$ cat src/inq_fmt_cfg.svh
// constants for the inquiry and element status formatter
`ifndef INQ_FMT_CFG_SVH
`define INQ_FMT_CFG_SVH
`define OPC_INQUIRY       8'h12
`define SENSE_ILLEGAL_REQ 4'h5
`define ASC_INVALID_CDB   8'h24
`define STD_INQ_LEN       8'hA4
`define VPD_LIST_LEN      8'h16
`define VPD_GEN_LEN       8'h08
`define DESC_BYTES        6'h20
`define ELEM_TYPE_STORAGE 8'h01
`define HEALTH_NOT_REP    8'h00
`define HEALTH_AT_LIMIT   8'h64
`define HEALTH_OUT_LO     8'h65
`define HEALTH_OUT_HI     8'hCF
`define HEALTH_RSV_LO     8'hD0
`define HEALTH_RSV_HI     8'hFC
`define HEALTH_DEPOP_ERR  8'hFD
`define HEALTH_DEPOP_RUN  8'hFE
`define HEALTH_DEPOP_OK   8'hFF
`define CAP_UNSPEC        48'hFFFF_FFFF_FFFF
`define STATUS_GOOD       8'h00
`define STATUS_CHECK      8'h02
// wishbone register offsets
`define REG_CTRL          4'h0
`define REG_STATUS        4'h4
`define REG_REVISION      4'h8
`define VENDOR_TAG        32'h5A5A_0001
`endif

$ cat src/inq_fmt_pkg.sv
// types shared by the formatter modules
package inq_fmt_pkg;
    typedef enum logic [4:0] {
        ST_IDLE  = 5'b00001,
        ST_INQ   = 5'b00010,
        ST_DESC  = 5'b00100,
        ST_STAT  = 5'b01000,
        ST_DONE  = 5'b10000
    } fmt_state_type;
endpackage

$ cat src/inq_fmt.sv
// inquiry decoder and element status formatter with wishbone registers
//
// The address map and the Wishbone slave port were left to the implementer.
`timescale 1ns/1ps
`include "inq_fmt_cfg.svh"
// Overview of operation
// - descriptor is 32 bytes: id 4-7, type 14, health 15, capacity 16-23; here bytes 16-17 are zero and the 48-bit capacity fills 18-23.
// - element id is non-zero and sent most significant byte first.
// - element type is always 01h, storage element.
// - health codes not reported, within, at, beyond limit; D0h-FCh never.
// - depopulation reported as FEh running, FDh error, FFh done.
// - device may use only a subset of health codes.
// - capacity holds lost blocks; all ones means unspecified; here bytes 16-17 stay zero, so only the low 48 bits can be all ones.
// - inquiry block is six bytes, opcode 12h, page 2, length 3-4.
// - vpd clear and page zero returns standard data.
// - vpd clear with non-zero page ends in check condition, bad cdb.
// - vpd set returns the named vital product data page; here every known non-zero page is the all-zero generic image with its code in byte 1.
// - zero allocation length transfers no data.
// - transfer stops at smaller of available and allocated bytes.
// - pending unit attention does not block inquiry and stays set.
// - inquiry runs at once and is never queued; here one arriving while busy is ignored.
// - content constant except revision after download and page 3.
// - data may be incomplete while media is unavailable.
// - byte 0 is qualifier zero, device type zero on every page.
// - character fields are ascii, others binary.
// - descriptors go out in ascending element id order.
module inq_fmt
    import inq_fmt_pkg::*;
(
    // clock and reset
    input  wire logic        i_clock,
    input  wire logic        i_sys_rst,
    // wishbone slave
    input  wire logic        i_wb_cyc,
    input  wire logic        i_wb_stb,
    input  wire logic        i_wb_we,
    input  wire logic [3:0]  i_wb_adr,
    input  wire logic [3:0]  i_wb_sel,
    input  wire logic [31:0] i_wb_dat,
    output logic      [31:0] o_wb_dat,
    output logic             o_wb_ack,
    // command block in, six bytes, byte 0 in bits 47:40
    input  wire logic        i_cdb_valid,
    input  wire logic [47:0] i_cdb,
    input  wire logic        i_unit_attention,
    // descriptor request and element source
    input  wire logic        i_desc_start,
    input  wire logic [3:0]  i_desc_count,
    input  wire logic [7:0]  i_health,
    input  wire logic [47:0] i_capacity,
    // data in stream
    output logic             o_din_valid,
    output logic      [7:0]  o_din_data,
    output logic             o_din_last,
    // completion
    output logic             o_status_valid,
    output logic      [7:0]  o_status,
    output logic      [3:0]  o_sense_key,
    output logic      [7:0]  o_sense_asc,
    output logic             o_unit_attention,
    output logic             o_busy
);
    fmt_state_type state;
    fmt_state_type next_state;
    logic [15:0] count;
    logic [15:0] limit;
    logic        pipe;
    logic        pipe_last;
    logic [1:0]  page;
    logic [31:0] revision;
    logic        media_ready;
    logic [31:0] elem_id;
    logic [3:0]  elems_left;
    logic        check;
    logic [7:0]  rom_data;
    logic [7:0]  desc_data;
    logic        pipe_desc;
    logic [7:0]  pipe_idx;
    logic [7:0]  page_id;

    // pages served here; anything else ends in check condition
    function automatic logic vpd_page_known(input logic [7:0] code);
        case (code)
            8'h00, 8'h03, 8'h80, 8'h83, 8'h86, 8'h87: vpd_page_known = 1'b1;
            default: vpd_page_known = 1'b0;
        endcase
    endfunction

    // command decode; vendor_unique_bits and flag/link are ignored
    wire        is_inq    = i_cdb[47:40] == `OPC_INQUIRY;
    wire        vpd_sel   = i_cdb[32];
    wire [7:0]  page_code = i_cdb[31:24];
    wire [15:0] alloc     = i_cdb[23:8];
    wire        bad_page  = !vpd_sel && page_code != 8'h00;
    wire        vpd_known = vpd_page_known(page_code);
    // standard data shrinks to its first 36 bytes while media is missing
    wire [15:0] avail     = !vpd_sel ? (media_ready ?
                            {8'h00, `STD_INQ_LEN} : 16'h0024) :
                            (page_code == 8'h00 ?
                            {8'h00, `VPD_LIST_LEN} :
                            {8'h00, `VPD_GEN_LEN});
    wire [15:0] xfer      = (alloc < avail) ? alloc : avail;
    wire        start_inq = i_cdb_valid && is_inq && state == ST_IDLE;
    wire        wb_hit    = i_wb_cyc && i_wb_stb && !o_wb_ack;
    wire        wb_write  = wb_hit && i_wb_we;
    wire        in_data   = state == ST_INQ || state == ST_DESC;
    wire        at_end    = count + 16'h0001 == limit;
    wire [4:0]  desc_idx  = count[4:0];

    // page contents; page 3 comes from the generic image as it may vary
    inq_rom u_rom (
        .i_clock    (i_clock),
        .i_page     (page),
        .i_addr     (count[7:0]),
        .i_revision (revision),
        .o_data     (rom_data)
    );

    // one descriptor generator reused per element
    elem_desc u_desc (
        .i_clock    (i_clock),
        .i_index    (desc_idx),
        .i_elem_id  (elem_id),
        .i_health   (i_health),
        .i_capacity (i_capacity),
        .o_data     (desc_data)
    );

    // next state: in idle an inquiry wins over a descriptor request and is taken directly; while busy it is ignored
    always_comb begin
        next_state = state;
        case (state)
            ST_IDLE: begin
                if (start_inq)
                    next_state = (bad_page || xfer == 16'h0000 ||
                                  (vpd_sel && !vpd_known)) ?
                                 ST_STAT : ST_INQ;
                else if (i_desc_start && i_desc_count != 4'h0)
                    next_state = ST_DESC;
            end
            ST_INQ:  if (at_end) next_state = ST_STAT;
            ST_DESC: if (at_end && elems_left == 4'h1) next_state = ST_STAT;
            ST_STAT: next_state = ST_DONE;
            ST_DONE: next_state = ST_IDLE;
            default: next_state = ST_IDLE;
        endcase
    end

    // sequencing state and byte counter
    always_ff @(posedge i_clock or posedge i_sys_rst) begin
        if (i_sys_rst) begin
            state      <= ST_IDLE;
            count      <= 16'h0000;
            limit      <= 16'h0000;
            page       <= 2'd0;
            page_id    <= 8'h00;
            check      <= 1'b0;
            elem_id    <= 32'h0000_0000;
            elems_left <= 4'h0;
        end else begin
            state <= next_state;
            if (state == ST_IDLE) begin
                count <= 16'h0000;
                if (start_inq) begin
                    limit <= xfer;
                    check <= bad_page || (vpd_sel && !vpd_known);
                    page  <= !vpd_sel ? 2'd0 :
                             (page_code == 8'h00 ? 2'd1 : 2'd2);
                    page_id <= page_code;
                end else if (i_desc_start) begin
                    limit      <= {10'h000, `DESC_BYTES};
                    check      <= 1'b0;
                    elem_id    <= 32'h0000_0001;
                    elems_left <= i_desc_count;
                end
            end else if (in_data) begin
                count <= at_end ? 16'h0000 : count + 16'h0001;
                if (state == ST_DESC && at_end) begin
                    elem_id    <= elem_id + 32'h0000_0001;
                    elems_left <= elems_left - 4'h1;
                end
            end
        end
    end

    // data out lags the byte index by one cycle through registered memories
    always_ff @(posedge i_clock or posedge i_sys_rst) begin
        if (i_sys_rst) begin
            pipe      <= 1'b0;
            pipe_last <= 1'b0;
            pipe_desc <= 1'b0;
            pipe_idx  <= 8'h00;
        end else begin
            pipe      <= in_data;
            pipe_desc <= state == ST_DESC; // source while last byte drains
            pipe_idx  <= count[7:0];
            pipe_last <= in_data && at_end &&
                         (state == ST_INQ || elems_left == 4'h1);
        end
    end

    // source follows the registered flag so a frame's last byte is not
    // taken from the other image; vpd pages echo their code in byte 1
    assign o_din_valid = pipe;
    assign o_din_last  = pipe_last;
    assign o_din_data  = pipe_desc ? desc_data :
                         (page != 2'd0 && pipe_idx == 8'h01) ? page_id :
                         rom_data;

    // completion status and sense
    always_ff @(posedge i_clock or posedge i_sys_rst) begin
        if (i_sys_rst) begin
            o_status_valid <= 1'b0;
            o_status       <= `STATUS_GOOD;
            o_sense_key    <= 4'h0;
            o_sense_asc    <= 8'h00;
        end else begin
            o_status_valid <= state == ST_STAT;
            if (state == ST_STAT) begin
                o_status    <= check ? `STATUS_CHECK : `STATUS_GOOD;
                o_sense_key <= check ? `SENSE_ILLEGAL_REQ : 4'h0;
                o_sense_asc <= check ? `ASC_INVALID_CDB : 8'h00;
            end
        end
    end

    // inquiry never clears a pending unit attention
    assign o_unit_attention = i_unit_attention;
    assign o_busy           = state != ST_IDLE;

    // registers: ctrl bit0 media ready, revision updates after download
    always_ff @(posedge i_clock or posedge i_sys_rst) begin
        if (i_sys_rst) begin
            media_ready <= 1'b1;
            revision    <= `VENDOR_TAG;
            o_wb_ack    <= 1'b0;
            o_wb_dat    <= 32'h0000_0000;
        end else begin
            o_wb_ack <= wb_hit;
            if (wb_write && i_wb_adr == `REG_CTRL && i_wb_sel[0])
                media_ready <= i_wb_dat[0];
            if (wb_write && i_wb_adr == `REG_REVISION)
                revision <= i_wb_dat;
            if (wb_hit && !i_wb_we) begin
                case (i_wb_adr)
                    `REG_CTRL:     o_wb_dat <= {31'h0, media_ready};
                    `REG_STATUS:   o_wb_dat <= {27'h0, state};
                    `REG_REVISION: o_wb_dat <= revision;
                    default:       o_wb_dat <= 32'h0000_0000;
                endcase
            end
        end
    end
endmodule

$ cat src/inq_rom.sv
// registered byte memory holding inquiry page contents
`timescale 1ns/1ps
`include "inq_fmt_cfg.svh"
module inq_rom (
    // clock
    input  wire logic       i_clock,
    // read port
    input  wire logic [1:0] i_page,
    input  wire logic [7:0] i_addr,
    input  wire logic [31:0] i_revision,
    output logic      [7:0] o_data
);
    logic [7:0] next_data;

    // page 0 standard data, 1 page list, 2 generic vpd
    // byte 0 is left zero on every page: qualifier 0, type 0
    always_comb begin
        next_data = 8'h00;
        if (i_page == 2'd0) begin
            case (i_addr)
                8'd2:    next_data = 8'h07;
                8'd3:    next_data = 8'h12;
                8'd4:    next_data = `STD_INQ_LEN - 8'h05;
                8'd5:    next_data = 8'h01;
                8'd6:    next_data = 8'h10;
                8'd7:    next_data = 8'h02;
                8'd32:   next_data = i_revision[31:24];
                8'd33:   next_data = i_revision[23:16];
                8'd34:   next_data = i_revision[15:8];
                8'd35:   next_data = i_revision[7:0];
                default: begin
                    // character fields hold ascii blanks or letters
                    if (i_addr >= 8'd8 && i_addr <= 8'd43)
                        next_data = (i_addr < 8'd10) ? 8'h56 : 8'h20;
                end
            endcase
        end else if (i_page == 2'd1) begin
            case (i_addr)
                8'd3:    next_data = 8'h12;
                8'd5:    next_data = 8'h03;
                8'd6:    next_data = 8'h80;
                8'd7:    next_data = 8'h83;
                8'd8:    next_data = 8'h86;
                8'd9:    next_data = 8'h87;
                default: next_data = 8'h00;
            endcase
        end
    end

    always_ff @(posedge i_clock) begin
        o_data <= next_data;
    end
endmodule

$ cat src/elem_desc.sv
// builds one 32 byte physical element status descriptor byte by byte
`timescale 1ns/1ps
`include "inq_fmt_cfg.svh"
module elem_desc (
    input  wire logic        i_clock,
    input  wire logic [4:0]  i_index,
    input  wire logic [31:0] i_elem_id,
    input  wire logic [7:0]  i_health,
    input  wire logic [47:0] i_capacity,
    output logic      [7:0]  o_data
);
    logic [7:0] next_data;
    logic [7:0] health_ok;

    // only a subset of codes is needed; reserved ones go out as 00h
    assign health_ok = (i_health >= `HEALTH_RSV_LO &&
                        i_health <= `HEALTH_RSV_HI) ?
                       `HEALTH_NOT_REP : i_health;

    always_comb begin
        case (i_index)
            5'd4:    next_data = i_elem_id[31:24];
            5'd5:    next_data = i_elem_id[23:16];
            5'd6:    next_data = i_elem_id[15:8];
            5'd7:    next_data = i_elem_id[7:0];
            5'd14:   next_data = `ELEM_TYPE_STORAGE;
            5'd15:   next_data = health_ok;
            5'd16:   next_data = 8'h00;
            5'd17:   next_data = 8'h00;
            5'd18:   next_data = i_capacity[47:40];
            5'd19:   next_data = i_capacity[39:32];
            5'd20:   next_data = i_capacity[31:24];
            5'd21:   next_data = i_capacity[23:16];
            5'd22:   next_data = i_capacity[15:8];
            5'd23:   next_data = i_capacity[7:0];
            default: next_data = 8'h00;
        endcase
    end

    always_ff @(posedge i_clock) begin
        o_data <= next_data;
    end
endmodule

$ cat config.mk
export PLATFORM = sky130hd
export DESIGN_NAME = inq_fmt
export DESIGN_NICKNAME = d
export VERILOG_FILES = /design/src/inq_fmt_pkg.sv /design/src/inq_fmt.sv /design/src/inq_rom.sv /design/src/elem_desc.sv
export VERILOG_INCLUDE_DIRS = /design/src
export SDC_FILE = /design/constraint.sdc
export NUM_CORES = 1
export LEC_CHECK = 0
export ABC_AREA = 1
export BUFFER_PORTS_ARGS = -buffer_cell sky130_fd_sc_hd__buf_2
export CAP_MARGIN = 10
export CORE_MARGIN = 2
export CORE_UTILIZATION = 25
export CTS_BUF_LIST = sky130_fd_sc_hd__clkbuf_4
export DETAILED_ROUTE_END_ITERATION = 7
export PLACE_DENSITY = 0.5
export SYNTH_ARGS = -nofsm -noshare
export SYNTH_HDL_FRONTEND = slang
export SYNTH_SLANG_ARGS = --single-unit
$ cat constraint.sdc
create_clock -name i_clock -period 6.2 [get_ports i_clock]
set_input_delay 1.24 -clock i_clock [delete_from_list [all_inputs] [get_ports i_clock]]
set_output_delay 1.24 -clock i_clock [all_outputs]
set_load 0.01 [all_outputs]
[Word level (Yosys, flattened, before mapping)]
Index checks and enable logic that the tools add are counted.
Operators by class
  muxes and demuxes: 44
  magnitude comparators: 6
  reductions and logical operators: 43
  $add $sub $neg: 3
  equality and inequality tests: 46
Operators with widths (number)
  two-way mux 32 bit: 5
  two-way mux 16 bit: 6
  case mux 32 bit (3 select lines): 1
  case mux 8 bit (12 select lines): 1
  case mux 8 bit (10 select lines): 1
  two-way mux 8 bit: 8
  case mux 8 bit (6 select lines): 1
  adder 32 x 1 -> 32 bit (second input constant): 1
  equality test 8 x 3 -> 1 bit (second input constant): 4
  equality test 8 x 6 -> 1 bit (second input constant): 4
  equality test 8 bit (second input constant): 4
  equality test 5 bit (second input constant): 6
  equality test 5 x 3 -> 1 bit (second input constant): 5
  two-way mux 5 bit: 5
  equality test 8 x 2 -> 1 bit (second input constant): 3
  two-way mux 4 bit: 6
  case mux 5 bit (4 select lines): 1
  logical AND 1 bit: 19
  adder 16 x 1 -> 16 bit (second input constant): 1
  equality test 16 bit: 1
  equality test 8 x 4 -> 1 bit (second input constant): 2
  zero test 16 bit: 1
  < comparator 16 x 8 -> 1 bit: 1
  equality test 5 x 4 -> 1 bit (second input constant): 3
  other kinds (35): 52
Storage, ports and cells
  output and inout bits: 66
  register bits: 198

[Longest topological paths before layout]
Gate-level depths: netlist (run 1).
  word-level depth: 11
  depth in mapped cells: 19
  mapped depth without buffers: 19

[By module]
From an unflattened synthesis (run 1), not the netlist that was laid out.
Unflattened totals
  cells, all modules: 1517
  area total of the unflattened synthesis: 10675.2 µm²
Modules (own cells, without submodules)
  inq_fmt: area each 8630.8 µm², cells each 1129, instances 1, seq. area each 4092.7 µm²
  elem_desc: area each 1136.1 µm², cells each 222, instances 1, seq. area each 160.2 µm²
  inq_rom: area each 908.4 µm², cells each 166, instances 1, seq. area each 160.2 µm²

[Least setup slack after synthesis (run 1)]
No wires, ideal clock.
  kind: input-to-reg
  from: input port i_cdb[28]
  to: register state[3]
  setup time: 77 ps
  path buffers: 0
  stages: 16
  arrival time: 2883 ps
  path slack: 3239 ps
  required time: 6123 ps
  path through: nor2_1 > nand2_1 > nor2_1 > nor2_1 > inv_1 > ha_1 > a21oi_1 > nand2_1 > nand2_1 > nand2_1 > nor2_1 > nand2_1 > nand3b_1 > nand2_1 > nand2_1 > a21oi_1
On the way
  longest elaborated chain between the ends: 11
  elaborated cells between the ends (all ways): 22
  classes of those cells: 1 x order compare; 5 x eq/ne; 7 x mux; 9 x reduce/logical
Ends and longest elaborated chain
  from (decl): line inq_fmt.sv:44  | input wire logic [47:0] i_cdb,
  zero test 8 bit: line inq_fmt.sv:83, inq_fmt.sv:99
  two-way mux 5 bit: line inq_fmt.sv:99  | (page_code == 8'h00 ?
  two-way mux 8 bit: line inq_fmt.sv:97  | wire [15:0] avail = !vpd_sel ? (media_ready ?
  < comparator 16 x 8 -> 1 bit: line inq_fmt.sv:102  | wire [15:0] xfer = (alloc < avail) ? alloc : avail;
  two-way mux 16 bit: line inq_fmt.sv:102
  zero test 16 bit: line inq_fmt.sv:135  | next_state = (bad_page || xfer == 16'h0000 ||
  logical OR 1 bit: line inq_fmt.sv:135
  logical OR 1 bit (*): line inq_fmt.sv:135
  two-way mux 4 bit (*): line inq_fmt.sv:136  | (vpd_sel && !vpd_known)) ?
  two-way mux 5 bit (*): line inq_fmt.sv:134  | if (start_inq)
  case mux 5 bit (4 select lines) (*): line inq_fmt.sv:132  | case (state)
  to (signal assigned): line inq_fmt.sv:161  | state <= next_state;
  to (decl): line inq_fmt.sv:63  | fmt_state_type state;
Mark *: on every way between the ends. The rest lies on a longest branch, timed or not.
A chain may end at the register's enable or synchronous reset.

[Worst setup path in the final report (run 1)]
  from: register page[1]
  to: output port o_din_data[2]
On the way
  longest elaborated chain between the ends: 4
Ends and longest elaborated chain
  from (decl): line inq_fmt.sv:69  | logic [1:0] page;
  from (signal assigned): line inq_fmt.sv:167  | page <= !vpd_sel ? 2'd0 :
  nonzero test 2 bit: line inq_fmt.sv:207  | (page != 2'd0 && pipe_idx == 8'h01) ? page_id :
  logical AND 1 bit: line inq_fmt.sv:207
  two-way mux 8 bit: line inq_fmt.sv:207
  two-way mux 8 bit: line inq_fmt.sv:206  | assign o_din_data = pipe_desc ? desc_data :
  to (decl): line inq_fmt.sv:53  | output logic [7:0] o_din_data,
Every way passes these cells.

==> out/metrics.csv, run 1 <==
metric,value,unit
H-tree lvl count,4,
total gr overflow,0,
Vias per Instance,4.74,
initial antenna violation count,1,
Tmin final,4120,ps
CP arrival,2880,ps
utilization after layout,29.3,%
LEAKAGE,0.00599,uW
first-pass GRT wire length,53.2,mm
CP Capture Type,output pin,
sequential share of the synthesized area,43.1,%
vias in the first global route,9516,
Netlist Area Pre-Place,10200,um2
final hold viol count,0,
Floorplan Core Area,40600,um2
area grow syn2layout,16.4,%
TritonCTS clock tree,done,
final setup vio count,0,
RSZ-0062 raised after global routing,false,
total CTS buffers,17,
leading area contributor after synthesis,dfrtp_1,
Worst Path Required,4960,ps
Pwr Density,248,nW/um2
setup bufs post-CTS,0,
clk_lat worst skew,610,ps
synthesized flop and latch total,179,
"Top FF cell, synth",dfrtp_1,
layout cells sized above 1,17.0,%
Synth cell types,52,
outcome,"complete, no violations",
Slew HR,23.6,%
Hold Worst Slack,485,ps
starting DRC count in detailed routing,750,
total number of vias,9939,
Crit Path Category,reg -> out,
layout net count,1719,
PortBufs,186,
fill count,4450,
RR Startpoint,count[0]$_DFFE_PP0P_,
Syn. warnings,0,
CP Max Fanout,8,
Syn Inst Count,1383,
Clock Skews,37.5,ps
Worst Hold Class,reg -> reg,
Post-DP HPWL,26.1,mm
Cell Rows,74,
min-delay src,o_wb_ack$_DFF_PP0_,
DRC,0,
Die W,206,um
Yosys top cell area share,37.1,%
fmax,243,MHz
startpoint types,flop,
clk slew on worst S/H paths,170,ps
routability cong.,0.905,
Peak VDD IR,0.000179,V
max-slew violation count,0,
Final period util,66.5,%
setup TNS,0,ps
most frequent cells in the layout,"nand2_1, buf_2, nor2_1",
I/O pins,222,
Post-synth EDFFs,0,
"leading cell type in the layout, fill and taps excluded",nand2_1,
largest buffer count on any clock path,2,
ys async rst share,91.1,%
clock sink total,179,
Critical Path Source,page[1]$_DFFE_PP0P_,
die area,42600,um2
Starting Density,25.2,%
Max Cap Violations,0,
Root Driver,clkbuf_4,
die height,206,um
All-Layer GR Usage,16.2,%
drt total wl,34.3,mm
routed len/inst,16.3,um
largest net degree at the start of global routing,78,
Synth area leaders,"dfrtp_1, nand2_1, nor2_1",
Tightest Pin Transition,1140,ps
ANT nets after route,0,
PostCTS Resize Cnt,0,
count of TritonRoute iterations in the first routing pass,7,
Post-Syn Area per Cell,7.41,um2
hold-fix buffers at CTS,0,
## cell families after synthesis
family	synth area share, %
XOR/XNOR	2.82
buffers and inverters	9.70
other	0.0366
AO/OA/AOI/OAI	11.6
multiplexers	0.782
adder cells (fa/ha/maj)	1.59
flip-flops	43.1
AND/OR/NAND/NOR	30.4
## metrics by stage
step / setup slack (ps) / instance area, um2 / cells / total power [uW]
global route: 1840 / 11900 / 2096 / 3150
global placement: 2520 / 11600 / 2063 / 2230
detailed placement: 2480 / 11600 / 2063 / 2230
finish: 2080 / 11900 / 2096 / 2960
floorplan: 573 / 10300 / 1397 / 1940
CTS: 2040 / 11900 / 2095 / 3000
## registers in the layout, summed over array words and instances, names as in the netlist
signal,flops
o_sense_asc,1
o_din_valid,1
elems_left,4
check,1
o_wb_ack,1
u_desc.o_data,8
page_id,8
media_ready,1
elem_id,32
o_din_last,1
o_wb_dat,32
page,2
revision,32
count,16
o_status_valid,1
limit,16
pipe_desc,1
pipe_idx,8
state,5
u_rom.o_data,8
## cell usage after synthesis, types with 8 or more instances
cell type / count
nand2_1: 341
nor2_1: 169
inv_1: 167
dfrtp_1: 152
nand3_1: 123
o21ai_0: 68
o22ai_1: 42
a21oi_1: 38
nor3_1: 31
buf_4: 23
clkbuf_1: 23
xor2_1: 22
nand4_1: 20
dfxtp_1: 16
ha_1: 13
nor4_1: 13
dfstp_2: 11
xnor2_1: 11
a31oi_1: 9
a221oi_1: 8
a311oi_1: 8
mux2i_1: 8
nand2_2: 8
## routing by layer
| metal | up-vias | wire, um | part of all wire [%] | GRT usage, % |
|---|---|---|---|---|
| met5 | - | 0 | 0 | 0 |
| met4 | 0 | 468 | 1.4 | 4.13 |
| met3 | 26 | 2230 | 6.5 | 3.14 |
| met2 | 310 | 15100 | 44 | 25.1 |
| met1 | 4735 | 16500 | 48 | 23.0 |
| li1 | 4868 | - | - | - |
## critical path, stage by stage, from the launching register on
cell and delay, ps:
dfrtp_1 480, nor2_1 180, nor3_1 160, nand4_1 530
mux2i_1 250, o21ai_0 450, buf_2 230
## layout make-up
| class | instances | area [um2] | share of cell area (%) |
|---|---|---|---|
| repair buffers | 194 | 991 | 8.31 |
| clock inverters | 13 | 171 | 1.44 |
| well taps | 532 | 666 | 5.58 |
| multi-input cells | 989 | 4900 | 41.1 |
| inverters | 169 | 639 | 5.36 |
| clock buffers | 19 | 143 | 1.20 |
| flip-flops and latches | 179 | 4410 | 37.0 |
| diodes | 1 | 2.50 | 0.0210 |
## power breakdown
group | switching (uW) | leakage [uW] | total [uW] | internal [uW]
logic | 631 | 0.00358 | 860 | 230
clock network | 457 | 0.000167 | 753 | 296
registers | 80.7 | 0.00224 | 1350 | 1270
## worst paths after layout
| check | endpoint | depth (start not counted) | slack (ps) |
|---|---|---|---|
| max | o_din_data[2] | 6 | 2080 |
| min reg2reg | o_wb_ack$_DFF_PP0_ | 1 | 480 |
| max reg2reg | state[3]$_DFFE_PP0P_ | 16 | 2510 |
| min | o_wb_ack$_DFF_PP0_ | 1 | 480 |
| max in group asynchronous | revision[13]$_DFFE_PP0P_ | 3 | 4430 |
| min in group asynchronous | revision[21]$_DFFE_PP0P_ | 2 | 540 |
Note: power is estimated with default switching activity, not from simulation.
==> run 2, diff against run 1 <==
--- a/config.mk
+++ b/config.mk
@@ -6,14 +6,14 @@
 export SDC_FILE = /design/constraint.sdc
 export NUM_CORES = 1
 export LEC_CHECK = 0
-export ABC_AREA = 1
+export ABC_AREA = 0
 export BUFFER_PORTS_ARGS = -buffer_cell sky130_fd_sc_hd__buf_2
 export CAP_MARGIN = 10
 export CORE_MARGIN = 2
 export CORE_UTILIZATION = 25
 export CTS_BUF_LIST = sky130_fd_sc_hd__clkbuf_4
 export DETAILED_ROUTE_END_ITERATION = 7
-export PLACE_DENSITY = 0.5
+export PLACE_DENSITY = 0.52
 export SYNTH_ARGS = -nofsm -noshare
 export SYNTH_HDL_FRONTEND = slang
 export SYNTH_SLANG_ARGS = --single-unit
==> constraint.sdc (replaced) <==
create_clock -name i_clock -period 3.36 [get_ports i_clock]
set_input_delay 0.672 -clock i_clock [delete_from_list [all_inputs] [get_ports i_clock]]
set_output_delay 0.672 -clock i_clock [all_outputs]
set_load 0.01 [all_outputs]
==> run 2 against run 1 <==
Net effect:
- die area decreased by 6.9%
- via count down 17%
- sequential power up 80%
- flip-flop and latch count is the same
- hold slack worse by 410 ps
- utilization increased by 1.2 points
- cell count shrank 19%
- global-route usage shrank 1.3 points
- count of clock-buffer cells in the layout fell by 1
- setup slack lost 1900 ps
- clock power grew 79%
- sequential share of layout area rose by 1.4 points
==> out/metrics.csv, run 2 <==
metric,value,unit,change
final setup vio count,0,,unchanged
Die W,199,um,-3.5%
TritonCTS clock tree,done,,
starting DRC count in detailed routing,599,,-20%
Reg area,4410,um2,unchanged
Cell Rows,71,,-4.1%
I/O pins,222,,unchanged
total gr overflow,0,,unchanged
CP Max Fanout,18,,+10
DRC,0,,unchanged
Slowest Stage Delay on Critical Path,520,ps,about the same
Syn Inst Count,984,,-29%
CP arrival,3680,ps,+800 ps
Floorplan Core Area,37600,um2,-7.6%
hold-fix buffers at CTS,0,,unchanged
P_sw,1620,uW,+39%
"Top FF cell, synth",dfrtp_1,,
area grow syn2layout,20.6,%,
Max Cap Violations,0,,unchanged
routed len/inst,17.6,um,+7.7%
die height,199,um,-3.5%
H-tree lvl count,4,,unchanged
Comb pwr share,22.2,%,-6.9 points
startpoint types,flop,,
largest net degree at the start of global routing,59,,-24%
CP Capture Type,flop,,
clk_lat worst skew,590,ps,-20 ps
dpl cells,1658,,-20%
PortBufs,186,,unchanged
most frequent cell after synthesis,dfrtp_1,,
Worst Hold Class,in -> async,,
setup TNS,0,ps,unchanged
sequential share of the synthesized area,46.3,%,+3.3 points
routability cong.,0.818,,-9.6%
Crit Path Category,reg -> reg,,
Final period util,94.9,%,
"leading cell type in the layout, fill and taps excluded",buf_2,,
Tightest Pin Transition,804,ps,-338 ps
most frequent cells in the layout,"buf_2, dfrtp_1, nand2_1",,
ANT nets after route,0,,unchanged
Starting Density,25.3,%,+0.13 points
leading area contributor after synthesis,dfrtp_1,,
clk slew on worst S/H paths,160,ps,about the same
synthesized flop and latch total,179,,unchanged
RSZ-0062 raised after global routing,false,,
Slew HR,45.9,%,+22 points
Synth area leaders,"dfrtp_1, nand2_1, a22oi_1",,
max-slew violation count,0,,unchanged
outcome,"complete, no violations",,
LEAKAGE,0.00541,uW,-9.6%
vias in the first global route,7947,,-16%
Syn. warnings,0,,unchanged
post-route insts no fill,1696,,-19%
Vias per Instance,4.85,,+2.3%
clock sink total,179,,unchanged
synth cell count leaders,"dfrtp_1, nand2_1, nor2_1",,
Clock Skews,22.3,ps,-15.2 ps
switching part of the total power,33.4,%,-6.1 points
final hold viol count,0,,unchanged
count of TritonRoute iterations in the first routing pass,6,,-1
clock network fraction of design power,27.9,%,+2.5 points
Post-DP HPWL,22.4,mm,-14%
ys async rst share,91.1,%,unchanged
Pwr Density,423,nW/um2,+71%
All-Layer GR Usage,14.9,%,-1.3 points
fmax,313,MHz,
Peak VDD IR,0.000235,V,+31%
initial antenna violation count,1,,unchanged
"Max stage delay cell, worst path",or4_4,,
Hold Worst Slack,75.8,ps,-409 ps
registers with the most flip-flops,"elem_id: 32 flops, o_wb_dat: 32 flops, revision: 32 flops",,
Yosys top cell area share,39.9,%,+2.8 points
pre-CTS setup slack,96.4,ps,-2390 ps
Setup WS post-layout,170,ps,-1910 ps
total CTS buffers,17,,unchanged
Root Driver,clkbuf_4,,
first-pass GRT wire length,45.8,mm,-14%
Synth cell types,66,,+27%
crit-path cells,ha_1 -> nand3_1 -> inv_1 -> ha_1 -> xnor2_1 -> nor4_1 -> nand4_1 -> or4_4 -> buf_12 -> nor3_4 -> buf_12 -> a31oi_1 -> a41o_1,,
FF-to-FF setup slack,170,ps,-2340 ps
Worst Path Required,3850,ps,-1110 ps
Post-Syn Area per Cell,9.68,um2,+31%
Tmin final,3190,ps,
drt total wl,29.9,mm,-13%
layout cells sized above 1,28.5,%,+12 points
total number of vias,8227,,-17%
sequential power share,49.9,%,+4.4 points
multi-input logic area,4680,um2,-4.6%
Cell Int Power,3240,uW,+81%
largest buffer count on any clock path,2,,unchanged
Post-synth EDFFs,0,,unchanged
die area,39700,um2,-6.9%
layout net count,1340,,-22%
Netlist Area Pre-Place,9520,um2,-7.1%
fill count,3996,,-10%
-- run 2: cell types whose count changed in the layout (fill, tap and decap cells not counted), sizes merged, moves of 39 or more --
cell and change:
nand2 -233, a22oi +54, inv -146, nand3 -73, buf +39, nor2 -118
-- run 2: logic make-up (layout without fill, tap and decap cells) --
family | count (synthesis) | after routing | share of synthesized area, %
and+or+nand+nor | 373 | 373 | 21.0
AOI/OAI and AO/OA | 230 | 230 | 16.8
DFF | 179 | 179 | 46.3
buffers and inverters | 103 | 289 | 5.16
muxes | 53 | 53 | 6.03
xor gates and xnor gates | 32 | 32 | 2.94
adders and majority gates | 13 | 13 | 1.71
other | 1 | 16 | 0.0394
-- run 2: worst max-delay path: cells and delay by family, from the launching register on --
| kind | cells | cell delay (ps) |
|---|---|---|
| buffers and inverters | 3 | 430 |
| XOR/XNOR | 1 | 140 |
| adder cells (fa/ha/maj) | 2 | 550 |
| flip-flops | 1 | 410 |
| AND/OR/NAND/NOR | 5 | 1260 |
| AO/OA/AOI/OAI | 2 | 310 |
-- run 2: path summary, 6_finish.rpt --
check / startpoint / end / cells after the start
worst max-delay path: count[0]$_DFFE_PP0P_ / elem_id[4]$_DFFE_PP0P_ / 13
worst max register to register: count[0]$_DFFE_PP0P_ / elem_id[4]$_DFFE_PP0P_ / 13
worst min register to register: o_wb_ack$_DFF_PP0_ / o_wb_ack$_DFF_PP0_ / 1
max in group asynchronous: i_sys_rst / revision[22]$_DFFE_PP1P_ / 3
min in group i_clock: i_wb_stb / o_wb_ack$_DFF_PP0_ / 3
worst min-delay path: i_sys_rst / o_wb_ack$_DFF_PP0_ / 2
-- run 2: timing repair --
| item | 4_1_cts | 5_1_grt |
|---|---|---|
| pin swaps | 1 | 1 |
| setup endpoints to repair | 2 | 19 |
| resized for setup | 0 | 1 |
| setup buffers | 4 | 0 |
-- run 2: through the flow --
step / cell area, um2 / power (uW) / utilization [%]
detailed placement: 11100 / 3550 / 29.6
global route: 11500 / 5150 / 30.6
CTS: 11500 / 4920 / 30.5
global placement: 11100 / 3540 / 29.6
finish: 11500 / 4860 / 30.6
floorplan: 9580 / 3080 / -
-- run 2: power by group through the flow --
stage	logic [uW]	clock network, uW	registers, uW
after floorplan	651	0	2430
after global placement	1070	0	2470
after detailed placement	1080	0	2470
after CTS	1080	1400	2430
after global routing	1220	1480	2450
final	1080	1350	2430
-- run 2: final cells by class --
class / count / share of cell area (%)
inverters: 24 / 0.817
flip-flops and latches: 179 / 38.4
well taps: 511 / 5.57
clock inverters: 14 / 1.55
diodes: 1 / 0.0218
multi-input cells: 716 / 40.7
clock buffers: 18 / 1.18
repair buffers: 233 / 11.7
-- run 2: layer usage --
metal	track usage, %	up-vias	part of all wire [%]
li1	-	3925	-
met1	19.7	4030	45
met2	24.4	227	47
met3	2.46	45	4.9
met4	5.64	0	2.8
met5	0	-	0
==> run 3, diff against run 2 <==
--- a/config.mk
+++ b/config.mk
@@ -13,6 +13,7 @@
 export CORE_UTILIZATION = 25
 export CTS_BUF_LIST = sky130_fd_sc_hd__clkbuf_4
 export DETAILED_ROUTE_END_ITERATION = 7
+export MAX_ROUTING_LAYER = met4
 export PLACE_DENSITY = 0.52
 export SYNTH_ARGS = -nofsm -noshare
 export SYNTH_HDL_FRONTEND = slang
==> constraint.sdc (replaced) <==
create_clock -name i_clock -period 3.36 [get_ports i_clock]
set_input_delay 0.504 -clock i_clock [delete_from_list [all_inputs] [get_ports i_clock]]
set_output_delay 0.504 -clock i_clock [all_outputs]
set_load 0.01 [all_outputs]
==> run 3 against run 2 <==
Net effect:
- utilization down 0.22 points
- cell area down 0.72%
- sequential share of layout area up 0.28 points
- maximum frequency up 0.51%
- non-clock buffer count down 2
- first-iteration DRC count down 9.0%
- cell count unchanged
- global-route usage up 0.35 points
- flip-flop and latch count unchanged
- largest cell class unchanged
==> out/metrics.csv, run 3 (synthesized netlist as in run 2, its figures left out) <==
metric,value,unit,change
CP arrival,3660,ps,-20 ps
setup TNS,0,ps,unchanged
largest buffer count on any clock path,2,,unchanged
max-slew violation count,0,,unchanged
R2R depth,13,,unchanged
routed len/inst,17.5,um,-0.33%
total CTS buffers,17,,unchanged
Clock Skews,23.1,ps,+0.775 ps
Peak VDD IR,0.000186,V,-21%
CP Capture Type,flop,,
"Max stage delay cell, worst path",or4_4,,
final setup vio count,0,,unchanged
Slowest Stage Delay on Critical Path,520,ps,about the same
Root Driver,clkbuf_4,,
Starting Density,25.3,%,unchanged
total number of vias,8145,,-1.0%
Max Cap Violations,0,,unchanged
most common cell type on the critical path,ha_1,,
CP Buf/Inv Count,3,,unchanged
clk slew on worst S/H paths,160,ps,about the same
area grow syn2layout,19.7,%,
Tightest Pin Transition,1030,ps,+222 ps
starting DRC count in detailed routing,545,,-9.0%
PortBufs,186,,unchanged
Cell Rows,71,,unchanged
largest net degree at the start of global routing,49,,-17%
Critical Path Source,count[0]$_DFFE_PP0P_,,
registers with the most flip-flops,"elem_id: 32 flops, o_wb_dat: 32 flops, revision: 32 flops",,
DRC,0,,unchanged
clock sink total,179,,unchanged
Reg area,4410,um2,unchanged
Worst Path Required,3850,ps,about the same
fmax,315,MHz,+0.51%
"leading cell type in the layout, fill and taps excluded",buf_2,,
first-pass GRT wire length,45.3,mm,-1.1%
Tmin final,3170,ps,-16.1 ps
vias in the first global route,7831,,-1.5%
Slew HR,31.4,%,-14 points
drt total wl,29.8,mm,-0.33%
layout cells sized above 1,28.5,%,-0.036 points
count of TritonRoute iterations in the first routing pass,4,,-2
I/O pins,222,,unchanged
RSZ-0062 raised after global routing,false,,
total gr overflow,0,,unchanged
H-tree lvl count,4,,unchanged
Reg-to-Reg End,elem_id[4]$_DFFE_PP0P_,,
Pwr Density,405,nW/um2,-4.4%
final hold viol count,0,,unchanged
Post-DP HPWL,22.3,mm,-0.36%
routability cong.,0.852,,+4.1%
crit-path cells,ha_1 -> nand3_1 -> inv_1 -> ha_1 -> xnor2_1 -> nor4_1 -> nand4_1 -> or4_4 -> buf_12 -> nor3_4 -> buf_6 -> a31oi_1 -> a41o_1,,
die height,199,um,unchanged
outcome,"complete, no violations",,
layout net count,1338,,-0.15%
FF-to-FF setup slack,190,ps,+20 ps
"delay-heaviest family, CP",simple AND/OR/NAND/NOR gates,,
LEAKAGE,0.00537,uW,-0.83%
RR Startpoint,count[0]$_DFFE_PP0P_,,
Crit Path Category,reg -> reg,,
multi-input logic area,4680,um2,unchanged
most frequent cells in the layout,"buf_2, dfrtp_1, nand2_1",,
Floorplan Core Area,37600,um2,unchanged
Vias per Instance,4.80,,-1.0%
ANT nets after route,0,,unchanged
CP Max Fanout,18,,unchanged
fill count,3991,,-0.13%
Worst Hold Class,in -> async,,
Final period util,94.5,%,-0.48 points
utilization after layout,30.3,%,-0.22 points
Die W,199,um,unchanged
startpoint types,flop,,
clk_lat worst skew,590,ps,about the same
All-Layer GR Usage,15.2,%,+0.35 points
die area,39700,um2,unchanged
initial antenna violation count,2,,+1
TritonCTS clock tree,done,,
==> run 3: what timing repair did <==
item / in CTS / in global routing
setup buffers: 0 / 7
hold buffers: 0 / 0
gates resized for setup: 0 / 3
setup endpoints to repair: 0 / 25
==> run 3: layout make-up <==
| cell class | instances | area share, % |
|---|---|---|
| Timing Repair Buffer | 231 | 11.7 |
| Tap cell | 511 | 5.61 |
| Inverter | 24 | 0.823 |
| Sequential cell | 179 | 38.7 |
| Multi-Input combinational cell | 716 | 41.0 |
| Clock inverter | 12 | 0.724 |
| Clock buffer | 20 | 1.32 |
| Antenna cell | 3 | 0.0658 |
==> run 3: routing by layer <==
| layer | global-route usage [%] | vias up | wire [um] |
|---|---|---|---|
| met2 | 24.1 | 193 | 14200 |
| met3 | 2.38 | 33 | 1400 |
| met4 | 5.03 | 0 | 608 |
| met1 | 19.9 | 3984 | 13600 |
| li1 | - | 3935 | - |
| met5 | - | - | 0 |
==> run 3: stage by stage <==
step / std cells / setup slack, ps / area (um2) / total power, uW / hold slack, ps
2_1_floorplan: 998 / 284 / 9580 / 3080 / 349
3_3_place_gp: 1653 / 173 / 11100 / 3530 / 445
3_5_place_dp: 1653 / 122 / 11100 / 3550 / 449
4_1_cts: 1685 / 76.2 / 11300 / 4670 / 89.7
5_1_grt: 1695 / 20.7 / 11400 / 4890 / 101
6_report: 1696 / 186 / 11400 / 4620 / 115
==> run 3: worst reg2reg max path: stages (launching register included) <==
cell and delay, ps:
dfrtp_1 400, ha_1 210, nand3_1 110, inv_1 80, ha_1 320, xnor2_1 150
nor4_1 220, nand4_1 160, or4_4 520, buf_12 180, nor3_4 250, buf_6 180
a31oi_1 90, a41o_1 210
==> run 3: worst max path at each step <==
stage                                    to  cells after the start
global route        elem_id[22]$_DFFE_PP0P_                     13
finish               elem_id[4]$_DFFE_PP0P_                     13
CTS                           o_din_data[5]                      4
global placement     elem_id[7]$_DFFE_PP0P_                     12
floorplan           elem_id[14]$_DFFE_PP0P_                     13
detailed placement   elem_id[7]$_DFFE_PP0P_                     12
==> run 3: report_power, final <==
group	internal, uW	total [uW]	switching, uW
logic	403	1070	670
clock network	319	1110	794
registers	2300	2430	131
